File: src/pkg/tx_encoder_consts.vh
`ifndef TX_ENCODER_CONSTS_VH
`define TX_ENCODER_CONSTS_VH

// ==========================================================
// Clock and line timing
// ==========================================================
`define CLK_PERIOD_NS 10
`define LINE_BIT_TIME_NS 8
// A least time: round up, at least one cycle
`define BIT_DIV_CYCLES ((`LINE_BIT_TIME_NS + `CLK_PERIOD_NS - 1) / `CLK_PERIOD_NS)
`define BIT_DIV_W 4

// ==========================================================
// Control code-groups
// ==========================================================
`define CG_IDLE 5'h1f
`define CG_J 5'h18
`define CG_K 5'h11
`define CG_T 5'h0d
`define CG_R 5'h07
`define CG_HALT 5'h04
`define CG_WIDTH 5

// ==========================================================
// FIFO word layout: kind in [5:4], nibble in [3:0]
// ==========================================================
`define FIFO_W 6
`define FIFO_DEPTH 16
`define FIFO_AW 4
`define KIND_MSB 5
`define KIND_LSB 4
`define KIND_DATA 2'h0
`define KIND_END 2'h1
`define KIND_HALT 2'h2

// ==========================================================
// Scrambler
// ==========================================================
`define SCR_W 11
`define SCR_TAP_HI 10
`define SCR_TAP_LO 8
`define SCR_SEED_FILL 7'h55

`endif

File: src/design/nibble_fifo.v
`timescale 1ns/1ns
`default_nettype none

// ==========================================================
// Synchronous FIFO with valid/ready on both sides
// ==========================================================
module nibble_fifo #(
  parameter W = 6,
  parameter DEPTH = 16,
  parameter AW = 4
) (
  // Clock and reset
  input wire clock,
  input wire arst_n,
  // Fill side
  input wire in_valid,
  output wire in_ready,
  input wire [W-1:0] in_data,
  // Drain side
  output wire out_valid,
  input wire out_ready,
  output wire [W-1:0] out_data
);

  reg [W-1:0] mem [0:DEPTH-1];
  reg [AW-1:0] wr_q;
  reg [AW-1:0] rd_q;
  reg [AW:0] count_q;
  wire push;
  wire pop;

  // Honest full and empty from the occupancy count
  assign in_ready = (count_q != DEPTH[AW:0]);
  assign out_valid = (count_q != {(AW+1){1'b0}});
  assign out_data = mem[rd_q];
  assign push = in_valid & in_ready;
  assign pop = out_valid & out_ready;

  // Storage has no reset; only valid entries are ever read
  always @(posedge clock) begin
    if (push) begin
      mem[wr_q] <= in_data;
    end
  end

  // Pointers and count
  always @(posedge clock or negedge arst_n) begin
    if (!arst_n) begin
      wr_q <= {AW{1'b0}};
      rd_q <= {AW{1'b0}};
      count_q <= {(AW+1){1'b0}};
    end else begin
      if (push) begin
        wr_q <= wr_q + 1'b1;
      end
      if (pop) begin
        rd_q <= rd_q + 1'b1;
      end
      if (push && !pop) begin
        count_q <= count_q + 1'b1;
      end else if (pop && !push) begin
        count_q <= count_q - 1'b1;
      end
    end
  end

endmodule

`default_nettype wire

File: src/design/fast_ethernet_tx_encoder.v
`timescale 1ns/1ns
`default_nettype none
`include "tx_encoder_consts.vh"

module fast_ethernet_tx_encoder (
  // Clock and reset
  input wire clock,
  input wire arst_n,
  // Nibble interface from the MAC, all asynchronous pins
  input wire mii_tx_clk,
  input wire mii_tx_en,
  input wire mii_tx_er,
  input wire [3:0] mii_txd,
  // Straps and mode pins, asynchronous
  input wire [4:0] phy_address_straps,
  input wire scrambler_bypass,
  input wire coding_bypass,
  // Three-level line drive pair
  output wire line_pos,
  output wire line_neg,
  output wire line_strobe,
  // Status
  output wire nibble_overflow
);

  // ========================================================
  // State codes of the code-group sequencer
  // ========================================================
  localparam [1:0] ST_IDLE = 2'h0;
  localparam [1:0] ST_K = 2'h1;
  localparam [1:0] ST_DATA = 2'h2;
  localparam [1:0] ST_R = 2'h3;

  // ========================================================
  // 4B to 5B data table
  // ========================================================
  function [4:0] enc4b5b;
    input [3:0] nib;
    begin
      case (nib)
        4'h0: enc4b5b = 5'h1e;
        4'h1: enc4b5b = 5'h09;
        4'h2: enc4b5b = 5'h14;
        4'h3: enc4b5b = 5'h15;
        4'h4: enc4b5b = 5'h0a;
        4'h5: enc4b5b = 5'h0b;
        4'h6: enc4b5b = 5'h0e;
        4'h7: enc4b5b = 5'h0f;
        4'h8: enc4b5b = 5'h12;
        4'h9: enc4b5b = 5'h13;
        4'ha: enc4b5b = 5'h16;
        4'hb: enc4b5b = 5'h17;
        4'hc: enc4b5b = 5'h1a;
        4'hd: enc4b5b = 5'h1b;
        4'he: enc4b5b = 5'h1c;
        default: enc4b5b = 5'h1d;
      endcase
    end
  endfunction

  // ========================================================
  // Pin synchronisers
  // ========================================================
  reg [8:0] pin_s1_q;
  reg [8:0] pin_s2_q;
  reg [4:0] strap_s1_q;
  reg [4:0] strap_s2_q;
  reg [5:0] pin_s3_q;
  reg tx_clk_s3_q;

  // Two flops per pin; the link pins and clock get a third flop below, read along with the second
  always @(posedge clock or negedge arst_n) begin
    if (!arst_n) begin
      pin_s1_q <= 9'h000;
      pin_s2_q <= 9'h000;
      strap_s1_q <= 5'h00;
      strap_s2_q <= 5'h00;
    end else begin
      pin_s1_q <= {coding_bypass, scrambler_bypass, mii_tx_clk,
                   mii_tx_er, mii_tx_en, mii_txd};
      pin_s2_q <= pin_s1_q;
      strap_s1_q <= phy_address_straps;
      strap_s2_q <= strap_s1_q;
    end
  end

  // Data is taken from one sample before the edge, away from the MAC's change
  always @(posedge clock or negedge arst_n) begin
    if (!arst_n) begin
      pin_s3_q <= 6'h00;
      tx_clk_s3_q <= 1'b0;
    end else begin
      pin_s3_q <= pin_s2_q[5:0];
      tx_clk_s3_q <= pin_s2_q[6];
    end
  end

  // Link clock edge seen on the second stage; fields from the third
  wire tx_clk_rise = pin_s2_q[6] & ~tx_clk_s3_q;
  wire smp_en = pin_s3_q[4];
  wire smp_er = pin_s3_q[5];
  wire [3:0] smp_txd = pin_s3_q[3:0];
  wire scr_byp = pin_s2_q[7];
  wire code_byp = pin_s2_q[8];

  // ========================================================
  // Nibble capture into the FIFO
  // ========================================================
  reg prev_en_q;
  reg overflow_q;
  reg cap_valid;
  reg [`FIFO_W-1:0] cap_word;
  wire cap_ready;

  // Each link edge in a frame, and the first edge after it, makes one entry: data, halt, or end marker
  always @* begin
    cap_valid = 1'b0;
    cap_word = {`KIND_DATA, smp_txd};
    if (tx_clk_rise) begin
      if (smp_en) begin
        cap_valid = 1'b1;
        cap_word = {(smp_er ? `KIND_HALT : `KIND_DATA), smp_txd};
      end else if (prev_en_q) begin
        cap_valid = 1'b1;
        cap_word = {`KIND_END, 4'h0};
      end
    end
  end

  // The MAC cannot be stalled, so a full FIFO loses the entry visibly
  always @(posedge clock or negedge arst_n) begin
    if (!arst_n) begin
      prev_en_q <= 1'b0;
      overflow_q <= 1'b0;
    end else begin
      if (tx_clk_rise) begin
        prev_en_q <= smp_en;
      end
      overflow_q <= cap_valid & ~cap_ready;
    end
  end

  // Registered pulse, so no glitch reaches the status pin
  assign nibble_overflow = overflow_q;

  wire head_valid;
  wire [`FIFO_W-1:0] head_word;
  reg head_pop;

  nibble_fifo #(
    .W(`FIFO_W),
    .DEPTH(`FIFO_DEPTH),
    .AW(`FIFO_AW)
  ) u_fifo (
    .clock(clock),
    .arst_n(arst_n),
    .in_valid(cap_valid),
    .in_ready(cap_ready),
    .in_data(cap_word),
    .out_valid(head_valid),
    .out_ready(head_pop),
    .out_data(head_word)
  );

  // Fields of the entry at the head of the FIFO
  wire [1:0] head_kind = head_word[`KIND_MSB:`KIND_LSB];
  wire [3:0] head_nib = head_word[3:0];

  // ========================================================
  // Bit rate divider
  // ========================================================
  reg [`BIT_DIV_W-1:0] div_q;
  wire bit_en = (div_q == `BIT_DIV_W'd0);
  // Reload worked out at full width, then cut to the counter on purpose
  wire [31:0] div_reload = `BIT_DIV_CYCLES - 1;

  // Counts down to the next bit slot
  always @(posedge clock or negedge arst_n) begin
    if (!arst_n) begin
      div_q <= `BIT_DIV_W'd0;
    end else if (bit_en) begin
      div_q <= div_reload[`BIT_DIV_W-1:0];
    end else begin
      div_q <= div_q - 1'b1;
    end
  end

  // ========================================================
  // Code-group sequencer
  // ========================================================
  reg [1:0] state_q;
  reg [1:0] state_d;
  reg [`CG_WIDTH-1:0] grp;
  reg stall;
  reg [2:0] bit_cnt_q;
  wire grp_load = bit_en & (bit_cnt_q == 3'd0);

  // Choose the next group at each group boundary
  always @* begin
    state_d = state_q;
    grp = `CG_IDLE;
    stall = 1'b0;
    head_pop = 1'b0;
    case (state_q)
      ST_IDLE: begin
        if (head_valid && code_byp) begin
          head_pop = grp_load;
          if (head_kind != `KIND_END) begin
            grp = {head_kind == `KIND_HALT, head_nib};
          end
        end else if (head_valid && head_kind == `KIND_END) begin
          head_pop = grp_load;
        end else if (head_valid) begin
          grp = `CG_J;
          head_pop = grp_load;
          state_d = ST_K;
        end
      end
      ST_K: begin
        if (!head_valid) begin
          stall = 1'b1;
        end else begin
          grp = `CG_K;
          head_pop = grp_load & (head_kind != `KIND_END);
          state_d = ST_DATA;
        end
      end
      ST_DATA: begin
        if (!head_valid) begin
          stall = 1'b1;
        end else begin
          head_pop = grp_load;
          if (head_kind == `KIND_END) begin
            grp = `CG_T;
            state_d = ST_R;
          end else if (head_kind == `KIND_HALT) begin
            grp = `CG_HALT;
          end else begin
            grp = enc4b5b(head_nib);
          end
        end
      end
      ST_R: begin
        grp = `CG_R;
        state_d = ST_IDLE;
      end
      default: begin
        state_d = ST_IDLE;
      end
    endcase
  end

  // ========================================================
  // Serialiser, scrambler, NRZI and three-level split
  // ========================================================
  reg [`CG_WIDTH-1:0] sh_q;
  reg [`SCR_W-1:0] scr_q;
  reg seeded_q;
  reg [1:0] seed_wait_q;
  reg nrzi_q;
  reg [1:0] mlt_q;
  reg strobe_q;
  wire step = bit_en & ~(grp_load & stall);
  wire nrz_bit = (bit_cnt_q == 3'd0) ? grp[4] : sh_q[4];
  wire scr_bit = scr_q[`SCR_TAP_HI];
  wire line_bit = scr_byp ? nrz_bit : (nrz_bit ^ scr_bit);

  // Group framing: a stall holds the whole bit pipeline still
  always @(posedge clock or negedge arst_n) begin
    if (!arst_n) begin
      state_q <= ST_IDLE;
      bit_cnt_q <= 3'd0;
      sh_q <= `CG_IDLE;
    end else if (step) begin
      if (bit_cnt_q == 3'd0) begin
        state_q <= state_d;
        sh_q <= {grp[3:0], 1'b0};
        bit_cnt_q <= 3'd1;
      end else begin
        sh_q <= {sh_q[3:0], 1'b0};
        bit_cnt_q <= (bit_cnt_q == 3'd4) ? 3'd0 : bit_cnt_q + 3'd1;
      end
    end
  end

  // Seed once straps have settled; filler bits keep it nonzero
  always @(posedge clock or negedge arst_n) begin
    if (!arst_n) begin
      seed_wait_q <= 2'h0;
      seeded_q <= 1'b0;
      scr_q <= {`SCR_W{1'b1}};
    end else if (!seeded_q) begin
      seed_wait_q <= seed_wait_q + 2'h1;
      if (seed_wait_q == 2'h3) begin
        seeded_q <= 1'b1;
        scr_q <= {strap_s2_q[4:1], `SCR_SEED_FILL};
      end
    end else if (step) begin
      scr_q <= {scr_q[`SCR_W-2:0],
                scr_q[`SCR_TAP_HI] ^ scr_q[`SCR_TAP_LO]};
    end
  end

  // NRZI toggles on a one; each toggle advances the three-level state
  always @(posedge clock or negedge arst_n) begin
    if (!arst_n) begin
      nrzi_q <= 1'b0;
      mlt_q <= 2'h0;
      strobe_q <= 1'b0;
    end else begin
      strobe_q <= step;
      if (step && line_bit) begin
        nrzi_q <= ~nrzi_q;
        mlt_q <= mlt_q + 2'h1;
      end
    end
  end

  // Phases 1 and 3 drive one side each; 0 and 2 are the zero level
  assign line_pos = (mlt_q == 2'h1);
  assign line_neg = (mlt_q == 2'h3);
  assign line_strobe = strobe_q;

endmodule

`default_nettype wire

File: config.mk
export PLATFORM = sky130hd
export DESIGN_NAME = fast_ethernet_tx_encoder
export DESIGN_NICKNAME = d
export VERILOG_FILES = /design/src/design/nibble_fifo.v /design/src/design/fast_ethernet_tx_encoder.v
export VERILOG_INCLUDE_DIRS = /design/src /design/src/pkg
export SDC_FILE = /design/constraint.sdc
export NUM_CORES = 1
export LEC_CHECK = 0
export BUFFER_PORTS_ARGS = -buffer_cell sky130_fd_sc_hd__buf_2
export CAP_MARGIN = 20
export CORE_MARGIN = 4
export CORE_UTILIZATION = 50
export DETAILED_ROUTE_END_ITERATION = 8
export GPL_TIMING_DRIVEN = 0
export PLACE_DENSITY = 0.68
export SYNTH_ARGS = -nofsm -noshare
export SYNTH_HDL_FRONTEND = slang
export SYNTH_SLANG_ARGS = --single-unit
File: constraint.sdc
create_clock -name clock -period 6.7 [get_ports clock]
set_input_delay 1.005 -clock clock [delete_from_list [all_inputs] [get_ports clock]]
set_output_delay 1.005 -clock clock [all_outputs]
set_load 0.03 [all_outputs]
# Word level (Yosys, flattened, before mapping)
# Memory sizes are Yosys's and may differ from the RTL's.
# Index checks and enable logic that the tools add are counted.
totals:
  ff_bits: 81
  ramBits: 96
  rom_bits: 80
  input_bits: 16
  output_inout_bits: 4
  word_cells: 122
  memories: 2
mem_list:
  columns: ["memory", "words", "word_bits", "rd", "rd_clocked_by_memory_dff", "wr", "line", "source"]
  rows:
  - ["u_fifo.mem", 16, 6, 1, 0, 1, "nibble_fifo.v:25", "reg [W-1:0] mem [0:DEPTH-1];"]
  - ["(name not given)", 16, 5, 1, 0, 0, "fast_ethernet_tx_encoder.v:40", "case (nib)"]
classes:
  addsub: 8
  eq_ne: 18
  mux: 45
  bitwise_logic: 13
  n_reduce_logical: 16
ops:
  columns: ["operator", "n"]
  rows:
  - ["5-bit two-way mux", 9]
  - ["11-bit two-way mux", 3]
  - ["5-bit case mux with 4 select lines", 1]
  - ["1-bit two-way mux", 15]
  - ["2-bit two-way mux", 7]
  - ["3-bit two-way mux", 4]
  - ["6-bit two-way mux", 2]
  - ["2-bit inequality test (second input constant)", 6]
  - ["2-bit == test (second input constant)", 5]
  - ["4-bit by 1-bit adder with 4-bit output (second input constant)", 2]
  - ["1-bit AND", 8]
  - ["4-bit two-way mux", 2]
  - ["2-bit case mux with 4 select lines", 1]
  - ["8-bit AND reduction", 1]
  - ["2-bit by 1-bit == test with 1-bit output (second input constant)", 3]
  - ["5-bit by 1-bit adder with 5-bit output (second input constant)", 1]
  - ["1-bit logical AND", 5]
  - ["5-bit inequality test (second input constant)", 1]
  - ["5-bit nonzero test", 1]
  - ["5-bit by 1-bit subtractor with 5-bit output (second input constant)", 1]
  - ["2-bit by 1-bit adder with 2-bit output (second input constant)", 2]
  - ["4-bit logical NOT", 1]
  - ["2-bit by 1-bit inequality test with 1-bit output (second input constant)", 2]
  - ["2-bit nonzero test", 2]
  - ["11 further kinds", 15]

# Logic depth before layout (Yosys ltp)
# Gate-level depths: netlist of the first run.
depth:
  depth_word: 10
  ltp_mapped: 19
  mapped_depth_nobuf: 16

# Modules after synthesis
# A second synthesis of the first run with hierarchy kept.
hier_totals:
  hier_cells: 498
  hier_area_um2: 7337.0
modules_own_cells:
  columns: ["mod", "n_inst", "cells_per_inst", "area_each_um2", "seq_area_each_um2"]
  rows:
  - ["nibble_fifo", 1, 259, 4508.1, 3208.1]
  - ["fast_ethernet_tx_encoder", 1, 239, 2829.0, 1671.6]

# Worst setup path before layout of the first run
# Ideal clock, no wire load.
synth_timing:
  path_kind: "flip-flop to flip-flop"
  startpoint: "register u_fifo.rd_q[0]"
  endpoint: "register u_fifo.count_q[4]"
  setup_time_ns: 0.123
  arrival_time_ns: 4.248
  required_ns: 6.577
  slack_ns: 2.330
  path_stages_with_launch: 19
  n_path_buf: 3
  period_less_slack_ns: 4.370
  cell_sequence: "dfrtp_1 > buf_6 > buf_12 > buf_2 > mux4_2 > mux4_2 > ha_1 > inv_1 > a211oi_1 > nor4_1 > inv_1 > ha_1 > inv_1 > ha_1 > a21o_1 > a21oi_1 > xnor2_1 > nor2_1 > xnor2_1"
synth_via:
  elab_chain_len: 10
  elab_cells_between_ends: 15
  cone_classes: "eq/ne (2); mux (5); bitwise (2); reduce/logical (5); memory (1)"
synth_rtl:
  columns: ["item", "line", "source"]
  rows:
  - ["start: declaration", "nibble_fifo.v:27", "reg [AW-1:0] rd_q;"]
  - ["start signal: assignment", "nibble_fifo.v:50", "rd_q <= {AW{1'b0}};"]
  - ["start signal: assignment", "nibble_fifo.v:57", "rd_q <= rd_q + 1'b1;"]
  - ["memory 16 x 6 bit *", null, null]
  - ["2-bit by 1-bit == test with 1-bit output (no source line)", null, null]
  - ["1-bit logical AND (no source line)", null, null]
  - ["1-bit two-way mux", "fast_ethernet_tx_encoder.v:211", "end else if (head_valid && head_kind == `KIND_END) begin"]
  - ["1-bit two-way mux", "fast_ethernet_tx_encoder.v:206", "if (head_valid && code_byp) begin"]
  - ["1-bit case mux with 3 select lines *", "fast_ethernet_tx_encoder.v:204", "case (state_q)"]
  - ["1-bit AND *", "nibble_fifo.v:37", "assign pop = out_valid & out_ready;"]
  - ["1-bit logical NOT", "nibble_fifo.v:59", "if (push && !pop) begin"]
  - ["1-bit logical AND", "nibble_fifo.v:59", null]
  - ["5-bit two-way mux / 2-bit nonzero test (equally long branches)", null, null]
  - ["end signal: assignment", "nibble_fifo.v:51", "count_q <= {(AW+1){1'b0}};"]
  - ["end signal: assignment", "nibble_fifo.v:60", "count_q <= count_q + 1'b1;"]
  - ["end signal: assignment", "nibble_fifo.v:62", "count_q <= count_q - 1'b1;"]
  - ["end: declaration", "nibble_fifo.v:28", "reg [AW:0] count_q;"]
# Mark *: on every way between the ends. The rest lies on a longest branch, timed or not.
# A chain may end at the register's enable or synchronous reset.

# Final worst setup path of the first run
# Ends and elaborated chain as after synthesis.

==> results of run 1 <==
-- worst register-to-register path, cell delays in order (launching register included) --
cell      delay [ns]
dfrtp_1         0.37
buf_6           0.18
buf_12          0.16
buf_2           0.33
mux4_2          0.56
mux4_2          0.52
ha_1            0.30
inv_1           0.10
a211oi_1        0.07
nor4_1          0.46
inv_1           0.12
ha_1            0.28
inv_1           0.12
ha_1            0.27
a21o_1          0.20
a21oi_1         0.17
xnor2_1         0.13
nor2_1          0.07
xnor2_1         0.14
-- registers in the layout, summed over array words and instances (netlist names) --
| register | count |
|---|---|
| pin_s3_q | 6 |
| state_q | 2 |
| seed_wait_q | 2 |
| seeded_q | 1 |
| prev_en_q | 1 |
| mlt_q | 2 |
| strap_s2_q | 4 |
| scr_q | 11 |
| u_fifo.mem | 96 |
| u_fifo.rd_q | 4 |
| tx_clk_s3_q | 1 |
| u_fifo.count_q | 5 |
| pin_s1_q | 9 |
| div_q | 4 |
| pin_s2_q | 9 |
| line_strobe | 1 |
| strap_s1_q | 4 |
| bit_cnt_q | 3 |
| nibble_overflow | 1 |
| u_fifo.wr_q | 4 |
| sh_q | 5 |
-- cell families after synthesis --
group	share of synthesized area
simple gates	0.0887
fa+ha+maj	0.0385
buf+inv	0.0259
compound gates	0.0635
mux	0.103
xor+xnor	0.0167
flops	0.664
-- stage by stage --
| step | instance area, um2 | hold WS, ns | util | power (mW) | worst slack (ns) |
|---|---|---|---|---|---|
| 2_1_floorplan | 7350 | 0.331 | - | 2.32 | 2.33 |
| 3_3_place_gp | 7670 | 0.334 | 0.530 | 2.55 | 1.50 |
| 3_5_place_dp | 7710 | 0.335 | 0.533 | 2.60 | 2.02 |
| 4_1_cts | 8310 | 0.351 | 0.574 | 3.59 | 2.00 |
| 5_1_grt | 8310 | 0.356 | 0.574 | 3.81 | 1.67 |
| 6_report | 8310 | 0.349 | 0.574 | 3.57 | 2.05 |
-- power by group --
part | internal [mW] | switching (mW)
sequential | 1.32 | 0.103
clock | 0.556 | 0.431
combinational | 0.508 | 0.656
-- Yosys cell counts, types with 6 or more instances --
master	number	area (um2)
edfxtp_1	96	2880
nor2b_1	12	75.1
mux2i_1	14	140
nand2_1	48	180
a31oi_1	8	50.1
clkbuf_1	10	37.5
nor2_1	16	60.1
mux4_1	8	210
dfstp_2	16	420
mux4_2	16	360
ha_1	21	263
and2_1	10	62.6
inv_1	23	86.3
xnor2_1	11	96.3
nor3_1	13	65.1
a211oi_1	6	45.0
a21oi_1	17	85.1
o21ai_0	22	110
dfrtp_1	63	1580
-- metal layers --
metal	routed length [um]	up-vias	global-route usage
met4	457	0	0.0883
met1	6020	2082	0.241
li1	-	1932	-
met3	652	32	0.0540
met5	0	-	0
met2	6680	116	0.283
-- path summary, 6_finish.rpt --
kind / startpoint / to / cells after the start
worst max-delay path: u_fifo.rd_q[0]$_DFFE_PN0P_ / u_fifo.count_q[4]$_DFFE_PN0P_ / 18
worst min-delay path: pin_s2_q[1]$_DFF_PN0_ / pin_s3_q[1]$_DFF_PN0_ / 0
worst max register to register: u_fifo.rd_q[0]$_DFFE_PN0P_ / u_fifo.count_q[4]$_DFFE_PN0P_ / 18
worst min register to register: pin_s2_q[1]$_DFF_PN0_ / pin_s3_q[1]$_DFF_PN0_ / 0
max in group asynchronous: arst_n / scr_q[7]$_DFFE_PN1P_ / 2
min in group asynchronous: arst_n / mlt_q[1]$_DFFE_PN0P_ / 1
-- final cells by class --
type	instances	share of cell area
buffer	17	0.0116
tap	184	0.0277
clock buffer	21	0.0568
clock inverter	11	0.0146
sequential	175	0.587
timing repair buffer	22	0.0166
inverter	25	0.0113
multi-input combinational	280	0.274
==> results by group, run 1 <==
Run status
  – Status: complete, no violations

Min path
  – Hold Crit Class: flip-flop to flip-flop

Floorplanning
  – Die Span Y: around 130 um
  – Row cnt: 44
  – Die extent in x: roughly 130 um
  – Full die area: around 17,000 um2
  – Initial Utilization: 0.508
  – Core Area: ~14,000 um2
  – # IOs: 20

Setup path
  – Crit-path slowest cell: mux4_2
  – Req. time, crit path: ~7 ns
  – Worst Path Max Fanout: 10
  – Reg2reg setup slack: 2.05 ns
  – CP endpoint kind: flip-flop
  – Startpoint Class: flip-flop
  – CP delay by family, top: multiplexers
  – Worst path bufs/invs: 6
  – Critical Path Max Stage Delay: around 0.56 ns
  – Crit path cell chain: buf_6 > buf_12 > buf_2 > mux4_2 > mux4_2 > ha_1 > inv_1 > a211oi_1 > nor4_1 > inv_1 > ha_1 > inv_1 > ha_1 > a21o_1 > a21oi_1 > xnor2_1 > nor2_1 > xnor2_1
  – Critical Path AT: slightly below 5 ns
  – Critical path class: flip-flop to flip-flop

Clock network
  – Hold-fix buffers at CTS: 0
  – Worst-Skew Late Latency: 0.43 ns
  – Htree depth: 4
  – # resized after CTS: 0
  – Inserted Clock Buffers: 17
  – Clock root cell: clkbuf_16
  – CTS clk-pin slew, worst paths: 0.07 ns
  – CTS sink cnt: between 150 and 200
  – CTS tree: done
  – Number of setup buffers added after CTS: 0
  – Clock Path Buffers: 2

Synthesis
  – Average cell area after synthesis: 14.8 um2
  – Cells after Synth: ~500
  – Top_reg_cell synth: edfxtp_1
  – EDFF count, synth: 96
  – Syn Nets: between 500 and 600
  – Post-synthesis sequential area ratio: 0.664
  – Yosys Warn Count: 0
  – Cell variety after synth: 55
  – Synth async-reset ratio: 0.451
  – Yosys reg bits: 175
  – Post-Syn Area: 7350 um2

Cells and area
  – Share of layout cells above drive strength 1: 0.187
  – Diode count: 0
  – Multi-input gate area in the final layout: 2280 um2
  – Sequential Area: 4880 um2
  – Most frequent cells in the layout: edfxtp_1, dfrtp_1, nand2_1
  – Final cell count without fillers: about 740
  – Commonest non-fill, non-tap cell in the layout: edfxtp_1
  – Syn-to-layout area delta: 13.1%
  – Final #Nets: 576
  – Fillers: 1,090

Timing
  – Setup violators final: 0
  – Final Hold Fails: 0
  – Final Max Slew Viols: 0
  – Tightest Pin Transition: 1.06 ns
  – Unrepaired setup endpoints after global routing: no
  – Setup TNS: 0 ns
  – Minimum clock period: 4.65 ns
  – Achievable Freq: 215 MHz
  – Final period util: 0.695
  – Relative slew margins: 0.288
  – Clock Skews: approximately 0.0085 ns

Power
  – Max VDD drop: 272 uV
  – P per Cell Area: 430 nW/um2
  – P_leak: 3.24 nW

Global routing
  – Number of global-route vias before repair: 4,322
  – First-pass GRT wire length: 22.8 mm
  – Grt total ovfl: 0
  – Largest net degree at the start of global routing: 64
  – Initial antenna violation count: 0
  – Gr usage total: 0.184

Placed design
  – Number of I/O port buffers: 18
  – GPL Wtd Cong: approximately 0.9
  – DP Wirelength: 9.11 mm
  – Placed cell count: 702

Route
  – Antenna-violating nets left: 0
  – DRC Markers: 0
  – 1st-pass router iterations: 5
  – Routed vias/inst: 5.66
  – Avg WL per Cell: around 19 um
  – Initial DRC count: 341
  – Routed WL: ~14 mm
  – DR vias: 4,162

Job
  – Max Cap Viol: 0
(Power assumes the default switching activity.)
==> run 2, diff against run 1 <==
- PLACE_DENSITY: 0.68 -> 0.71
- clock period: 6.7 -> 4.2 ns (I/O delays scaled with it)
==> run 2 against run 1 <==
Net effect:
- die area did not move
- flip-flop and latch count did not move
- clock skew rose by 0.0063 ns
- via count rose by 3.3%
- cell area rose by 1.4%
- power rose by 64%
- critical path depth did not move
- setup slack got worse by 1.8 ns
- critical endpoint unchanged
- largest cell class unchanged
- largest power group unchanged
==> results by group, run 2 (synthesis results as in run 1) <==
Cells and area
  – Max reg flops: 96
  – Most frequent cells in the layout: edfxtp_1, dfrtp_1, nand2_1
  – Diode count: 0
  – Commonest non-fill, non-tap cell in the layout: edfxtp_1
  – Share of layout cells above drive strength 1: 0.209
  – Finished Cell Area: 8430 um2
  – Biggest register: u_fifo.mem
  – Final cell count without fillers: 743
  – Final #Nets: 584
  – Largest regs: u_fifo.mem: 96 flops, scr_q: 11 flops
  – Syn-to-layout area delta: 14.7%

Route
  – Antenna-violating nets left: 0
  – WL met1: between 6 and 7 mm
  – DR vias: around 4.3k
  – Highest routed layer: met4
  – Met3 wire len: 656 um
  – Met2 routed WL: about 7 mm
  – DRC Markers: 0
  – 1st-pass router iterations: 5
  – Initial DRC count: 386
  – Routed WL: 14.0 mm
  – Avg WL per Cell: about 19 um
  – Routed vias/inst: 5.79

Setup path
  – Critical Path Max Stage Delay: 0.52 ns
  – Critical Path Source: u_fifo.rd_q[0]$_DFFE_PN0P_
  – Worst R2R End: u_fifo.count_q[4]$_DFFE_PN0P_
  – CP delay by family, top: multiplexers
  – Critical Path AT: 4.31 ns
  – Startpoint Class: flip-flop
  – Req. time, crit path: 4.52 ns
  – Worst path bufs/invs: 6
  – RR Startpoint: u_fifo.rd_q[0]$_DFFE_PN0P_
  – Worst Path Max Fanout: 14
  – Critical Path Most Common Cell: inv_1
  – R2r worst-path depth: 18
  – Reg2reg setup slack: 0.21 ns
  – Crit-path slowest cell: mux4_2
  – Crit path cell chain: buf_8 > buf_16 > mux4_2 > mux4_2 > inv_1 > ha_4 > inv_1 > a211oi_2 > nor4_4 > inv_1 > ha_2 > inv_1 > ha_1 > a21o_1 > a21oi_1 > xnor2_1 > nor2_1 > xnor2_1
  – WP depth: 18
  – CP endpoint kind: flip-flop
  – Critical path class: flip-flop to flip-flop

Floorplanning
  – Die extent in x: 129 um
  – Die Span Y: 129 um
  – Full die area: around 17,000 um2
  – Initial Utilization: 0.508
  – Core Area: 14,500 um2
  – Row cnt: between 40 and 50
  – # IOs: 20

Timing
  – Tightest Pin Transition: 1.07 ns
  – Unrepaired setup endpoints after global routing: no
  – Clock Skews: 0.0147 ns
  – Minimum clock period: approximately 4.0 ns
  – Relative slew margins: 0.279
  – Setup violators final: 0
  – Setup ws final: 0.207 ns
  – Achievable Freq: 250 MHz
  – Final period util: 0.951
  – Final Hold Fails: 0
  – Final Max Slew Viols: 0

Global routing
  – Gr usage total: 0.184
  – Largest net degree at the start of global routing: 62
  – Number of global-route vias before repair: 4,308
  – Initial antenna violation count: 0
  – First-pass GRT wire length: 22.9 mm
  – Grt total ovfl: 0

Clock network
  – Clock Path Buffers: 2
  – Clock root cell: clkbuf_16
  – CTS tree: done
  – Hold-fix buffers at CTS: 0
  – Worst-Skew Late Latency: 0.44 ns
  – Inserted Clock Buffers: 17
  – CTS sink cnt: 175
  – CTS clk-pin slew, worst paths: 0.07 ns
  – Htree depth: 4

Placed design
  – Placed Area: ~7700 um2
  – Placed cell count: 700
  – Number of I/O port buffers: 18
  – GPL Wtd Cong: 0.924
  – DP Wirelength: 9.67 mm
  – DP Worst Slack: -0.858 ns

Power
  – P_leak: between 3 and 4 nW
  – Total design power: 5.85 mW
  – P per Cell Area: about 690 nW/um2
  – Max VDD drop: around 350 uV

Run status
  – Status: complete, no violations

Min path
  – Hold Crit Class: input port to async pin

Job
  – Max Cap Viol: 0
==> run 2: changes by cell type in the layout (fill, tap and decap cells not counted), sizes merged <==
cell / change
inv: -1
clkinv: +4
clkinvlp: +1
clkbuf: -5
buf: +9
==> run 2: metal layers <==
layer / up-vias / GRT usage
li1: 1949 / -
met2: 135 / 0.290
met4: 0 / 0.0784
met3: 34 / 0.0466
met5: - / 0
met1: 2182 / 0.245
==> run 2: worst register-to-register path: stages, from the launching register on <==
cell      delay (ns)
dfrtp_1         0.39
buf_8           0.14
buf_16          0.15
mux4_2          0.53
mux4_2          0.50
inv_1           0.11
ha_4            0.17
inv_1           0.08
a211oi_2        0.30
nor4_4          0.08
inv_1           0.12
ha_2            0.23
inv_1           0.09
ha_1            0.33
a21o_1          0.19
a21oi_1         0.17
xnor2_1         0.13
nor2_1          0.06
xnor2_1         0.13
==> run 2: layout make-up <==
class                           instances  area, um2
Multi-Input combinational cell        280       2310
Timing Repair Buffer                   32        210
Fill cell                            1104       6050
Sequential cell                       175       4880
Clock inverter                         15        174
Clock buffer                           17        425
Inverter                               25       93.8
Buffer                                 15        101
Tap cell                              184        230
==> run 2: repair_timing <==
action	in CTS	in global routing
gates resized for setup	3	5
buffers inserted	1	8
pin swaps	1	1
endpoints found under the setup margin	5	2
hold endpoints to repair	0	0
==> run 2: worst max-delay path by stage <==
stage | to | slack [ns]
2_1_floorplan | u_fifo.count_q[4]$_DFFE_PN0P_ | 0.003
3_3_place_gp | u_fifo.count_q[4]$_DFFE_PN0P_ | -0.79
3_5_place_dp | u_fifo.count_q[4]$_DFFE_PN0P_ | -0.86
4_1_cts | u_fifo.count_q[4]$_DFFE_PN0P_ | 0.03
5_1_grt | u_fifo.count_q[4]$_DFFE_PN0P_ | 0.002
6_report | u_fifo.count_q[4]$_DFFE_PN0P_ | 0.21
==> run 2: power breakdown <==
group / total, mW / leakage, nW / internal [mW] / switching [mW]
Sequential: 2.26 / 1.80 / 2.10 / 0.166
Clock: 1.57 / 0.294 / 0.848 / 0.720
Combinational: 2.02 / 1.20 / 0.894 / 1.13
==> run 2: per-stage QoR <==
step	utilization	hold WS, ns	TNS [ns]
after floorplan	-	0.331	0
after global placement	0.530	0.333	-2.25
after detailed placement	0.532	0.339	-2.60
after CTS	0.575	0.0713	0
after global routing	0.582	0.0776	0
final	0.582	0.0803	0
==> run 3, diff against run 2 <==
- BUFFER_PORTS_ARGS: -buffer_cell sky130_fd_sc_hd__buf_2 -> -buffer_cell sky130_fd_sc_hd__buf_4
- SYNTH_HIERARCHICAL: unset -> 1
==> run 3 against run 2 <==
Net effect:
- count of clock-buffer cells in the layout grew 1
- maximum frequency grew 1.8%
- synthesized cell count up 0.20%
- power fell by 1.7%
- combinational power down 3%
- setup slack better by 0.071 ns
- critical path depth fell by 2
- critical path type unchanged
- largest power group unchanged
- non-clock buffer count unchanged
- hold slack gained 0.23 ns
==> results by group, run 3 <==
Floorplanning
  – Die Span Y: 129 um
  – Row cnt: 44
  – Core Area: 14,500 um2
  – Full die area: roughly 17,000 um2
  – Die extent in x: about 130 um
  – Initial Utilization: 0.507
  – # IOs: 20

Global routing
  – Initial antenna violation count: 0
  – Gr usage total: 0.170
  – First-pass GRT wire length: 21.7 mm
  – Largest net degree at the start of global routing: 80
  – Grt total ovfl: 0
  – Number of global-route vias before repair: about 4.2k

Power
  – Max VDD drop: ~330 uV
  – P per Cell Area: 679 nW/um2
  – Total design power: 5.75 mW
  – P_leak: 3.31 nW

Timing
  – Final Hold Fails: 0
  – Setup TNS: 0 ns
  – Clock Skews: roughly 0.0082 ns
  – Achievable Freq: 255 MHz
  – Minimum clock period: 3.92 ns
  – Final Max Slew Viols: 0
  – Final period util: 0.934
  – Setup violators final: 0
  – Relative slew margins: 0.370
  – Tightest Pin Transition: 0.945 ns

Cells and area
  – Sequential Area: around 4900 um2
  – Finished Cell Area: 8460 um2
  – Diode count: 0
  – Biggest register: u_fifo/mem
  – Largest regs: u_fifo/mem: 96 flops, scr_q: 11 flops
  – Share of layout cells above drive strength 1: 0.224
  – Syn-to-layout area delta: 15.3%
  – Final #Nets: roughly 580
  – Commonest non-fill, non-tap cell in the layout: edfxtp_1
  – Most frequent cells in the layout: edfxtp_1, dfrtp_1, mux2i_1
  – Max reg flops: 96
  – Multi-input gate area in the final layout: 2350 um2
  – Fillers: between 1k and 1.5k

Clock network
  – CTS tree: done
  – Inserted Clock Buffers: 17
  – CTS clk-pin slew, worst paths: 0.06 ns
  – CTS sink cnt: approximately 180
  – Worst-Skew Late Latency: 0.42 ns
  – Clock Path Buffers: 2
  – Clock root cell: clkbuf_16
  – Htree depth: 4

Synthesis
  – Syn Nets: 536
  – Post-synthesis sequential area ratio: 0.665
  – Area leader, netlist: edfxtp_1
  – Synth async-reset ratio: 0.451
  – Post-Syn Area: 7340 um2
  – Most common cell in the synthesized netlist: edfxtp_1
  – Average cell area after synthesis: around 15 um2
  – Yosys Warn Count: 6
  – EDFF count, synth: 96
  – Cells after Synth: 498
  – Synth area leaders: edfxtp_1, dfrtp_1, dfstp_2, mux2i_1, mux4_2
  – Share of Yosys cell area claimed by the top area cell type: 0.393
  – Top_reg_cell synth: edfxtp_1
  – Most instantiated cells after synthesis: edfxtp_1, dfrtp_1, mux2i_1
  – Yosys reg bits: roughly 180
  – Cell variety after synth: 66

Route
  – DR vias: 4,157
  – Antenna-violating nets left: 0
  – Avg WL per Cell: 17.5 um
  – Routed vias/inst: between 5 and 6
  – 1st-pass router iterations: 5
  – Initial DRC count: 274
  – DRC Markers: 0
  – Routed WL: 13.0 mm

Setup path
  – Reg2reg setup slack: 0.28 ns
  – Worst path bufs/invs: 2
  – Crit-path slowest cell: mux4_2
  – Startpoint Class: flip-flop
  – Req. time, crit path: 4.54 ns
  – Critical Path Most Common Cell: ha_2
  – CP delay by family, top: multiplexers
  – Worst Path Max Fanout: 10
  – CP endpoint kind: flip-flop
  – Crit path cell chain: clkbuf_8 > mux4_2 > a22oi_1 > nand2_1 > ha_2 > nor2b_1 > o31ai_1 > nor4b_2 > nand2_2 > ha_2 > inv_2 > ha_1 > a21o_1 > a21oi_1 > mux2i_1 > xnor2_1
  – Critical Path AT: 4.27 ns
  – Critical path class: flip-flop to flip-flop
  – Critical Path Max Stage Delay: ~0.54 ns

Placed design
  – Number of I/O port buffers: 18
  – Placed Area: 7720 um2
  – DP Wirelength: 8.76 mm
  – GPL Wtd Cong: 0.797

Job
  – Max Cap Viol: 0

Min path
  – Hold Crit Class: input port to flip-flop

Run status
  – Status: complete, no violations
-- run 3: cell count changes after synthesis, sizes merged, moves of 5 or more --
cell,previous run,this run
mux2i,14,37
nand2,48,31
mux4,24,12
nor2,17,28
a221oi,2,12
inv,24,15
and2,10,2
a22oi,1,7
a31oi,8,3
o21ai,23,18
-- run 3: cells by family after synthesis --
kind of cell               count (synthesis)  share of synthesized area
buffers and inverters                     35                     0.0246
muxes                                     55                     0.0965
DFF                                      175                      0.665
xor gates and xnor gates                  13                     0.0155
AOI/OAI and AO/OA                         80                     0.0755
adders and majority gates                 22                     0.0385
and+or+nand+nor                          118                     0.0842
-- run 3: worst paths after layout --
path,startpoint,to,cells after the start
min in group asynchronous,arst_n,state_q[0]$_DFFE_PN0P_,1
max in group asynchronous,arst_n,u_fifo/wr_q[3]$_DFFE_PN0P_,1
setup reg to reg,u_fifo/rd_q[0]$_DFFE_PN0P_,u_fifo/count_q[4]$_DFFE_PN0P_,16
hold reg to reg,pin_s2_q[3]$_DFF_PN0_,pin_s3_q[3]$_DFF_PN0_,0
setup / recovery,u_fifo/rd_q[0]$_DFFE_PN0P_,u_fifo/count_q[4]$_DFFE_PN0P_,16
hold / removal,mii_tx_er,pin_s1_q[5]$_DFF_PN0_,1
-- run 3: area by class of cell --
class                   instances  area share
clock inverters                14      0.0185
well taps                     184      0.0272
clock buffers                  18      0.0507
flip-flops and latches        175       0.577
repair buffers                 27      0.0253
plain buffers                  20      0.0172
inverters                      15     0.00665
multi-input cells             288       0.278
-- run 3: power breakdown --
part | internal (mW) | leakage, nW | total, mW | switching (mW)
clock | 0.886 | 0.277 | 1.53 | 0.648
combinational | 0.869 | 1.23 | 1.95 | 1.08
sequential | 2.09 | 1.79 | 2.27 | 0.173
total | 3.85 | 3.31 | 5.75 | 1.90
-- run 3: repair_timing --
action | CTS | global route
pin swaps | 1 | 2
resized for setup | 5 | 17
buffers inserted | 0 | 3
gates cloned | 0 | 0
hold buffers | 0 | 0
setup endpoints to repair | 3 | 3
-- run 3: metal layers --
layer / wire [um] / global-route usage / up-vias / share of wire
met5: 0 / 0 / - / 0
met4: 223 / 0.0723 / 0 / 0.017
li1: - / - / 1960 / -
met1: 5860 / 0.233 / 2059 / 0.45
met2: 6310 / 0.261 / 121 / 0.49
met3: 604 / 0.0429 / 17 / 0.046
-- run 3: through the flow --
step / util / std cells / worst slack, ns / hold slack [ns]
after floorplan: - / 498 / 0.434 / 0.331
after global placement: 0.532 / 700 / -0.241 / 0.332
after detailed placement: 0.533 / 701 / -0.328 / 0.335
after CTS: 0.575 / 733 / 0.0194 / 0.287
after global routing: 0.584 / 741 / -0.0381 / 0.284
final: 0.584 / 741 / 0.278 / 0.307
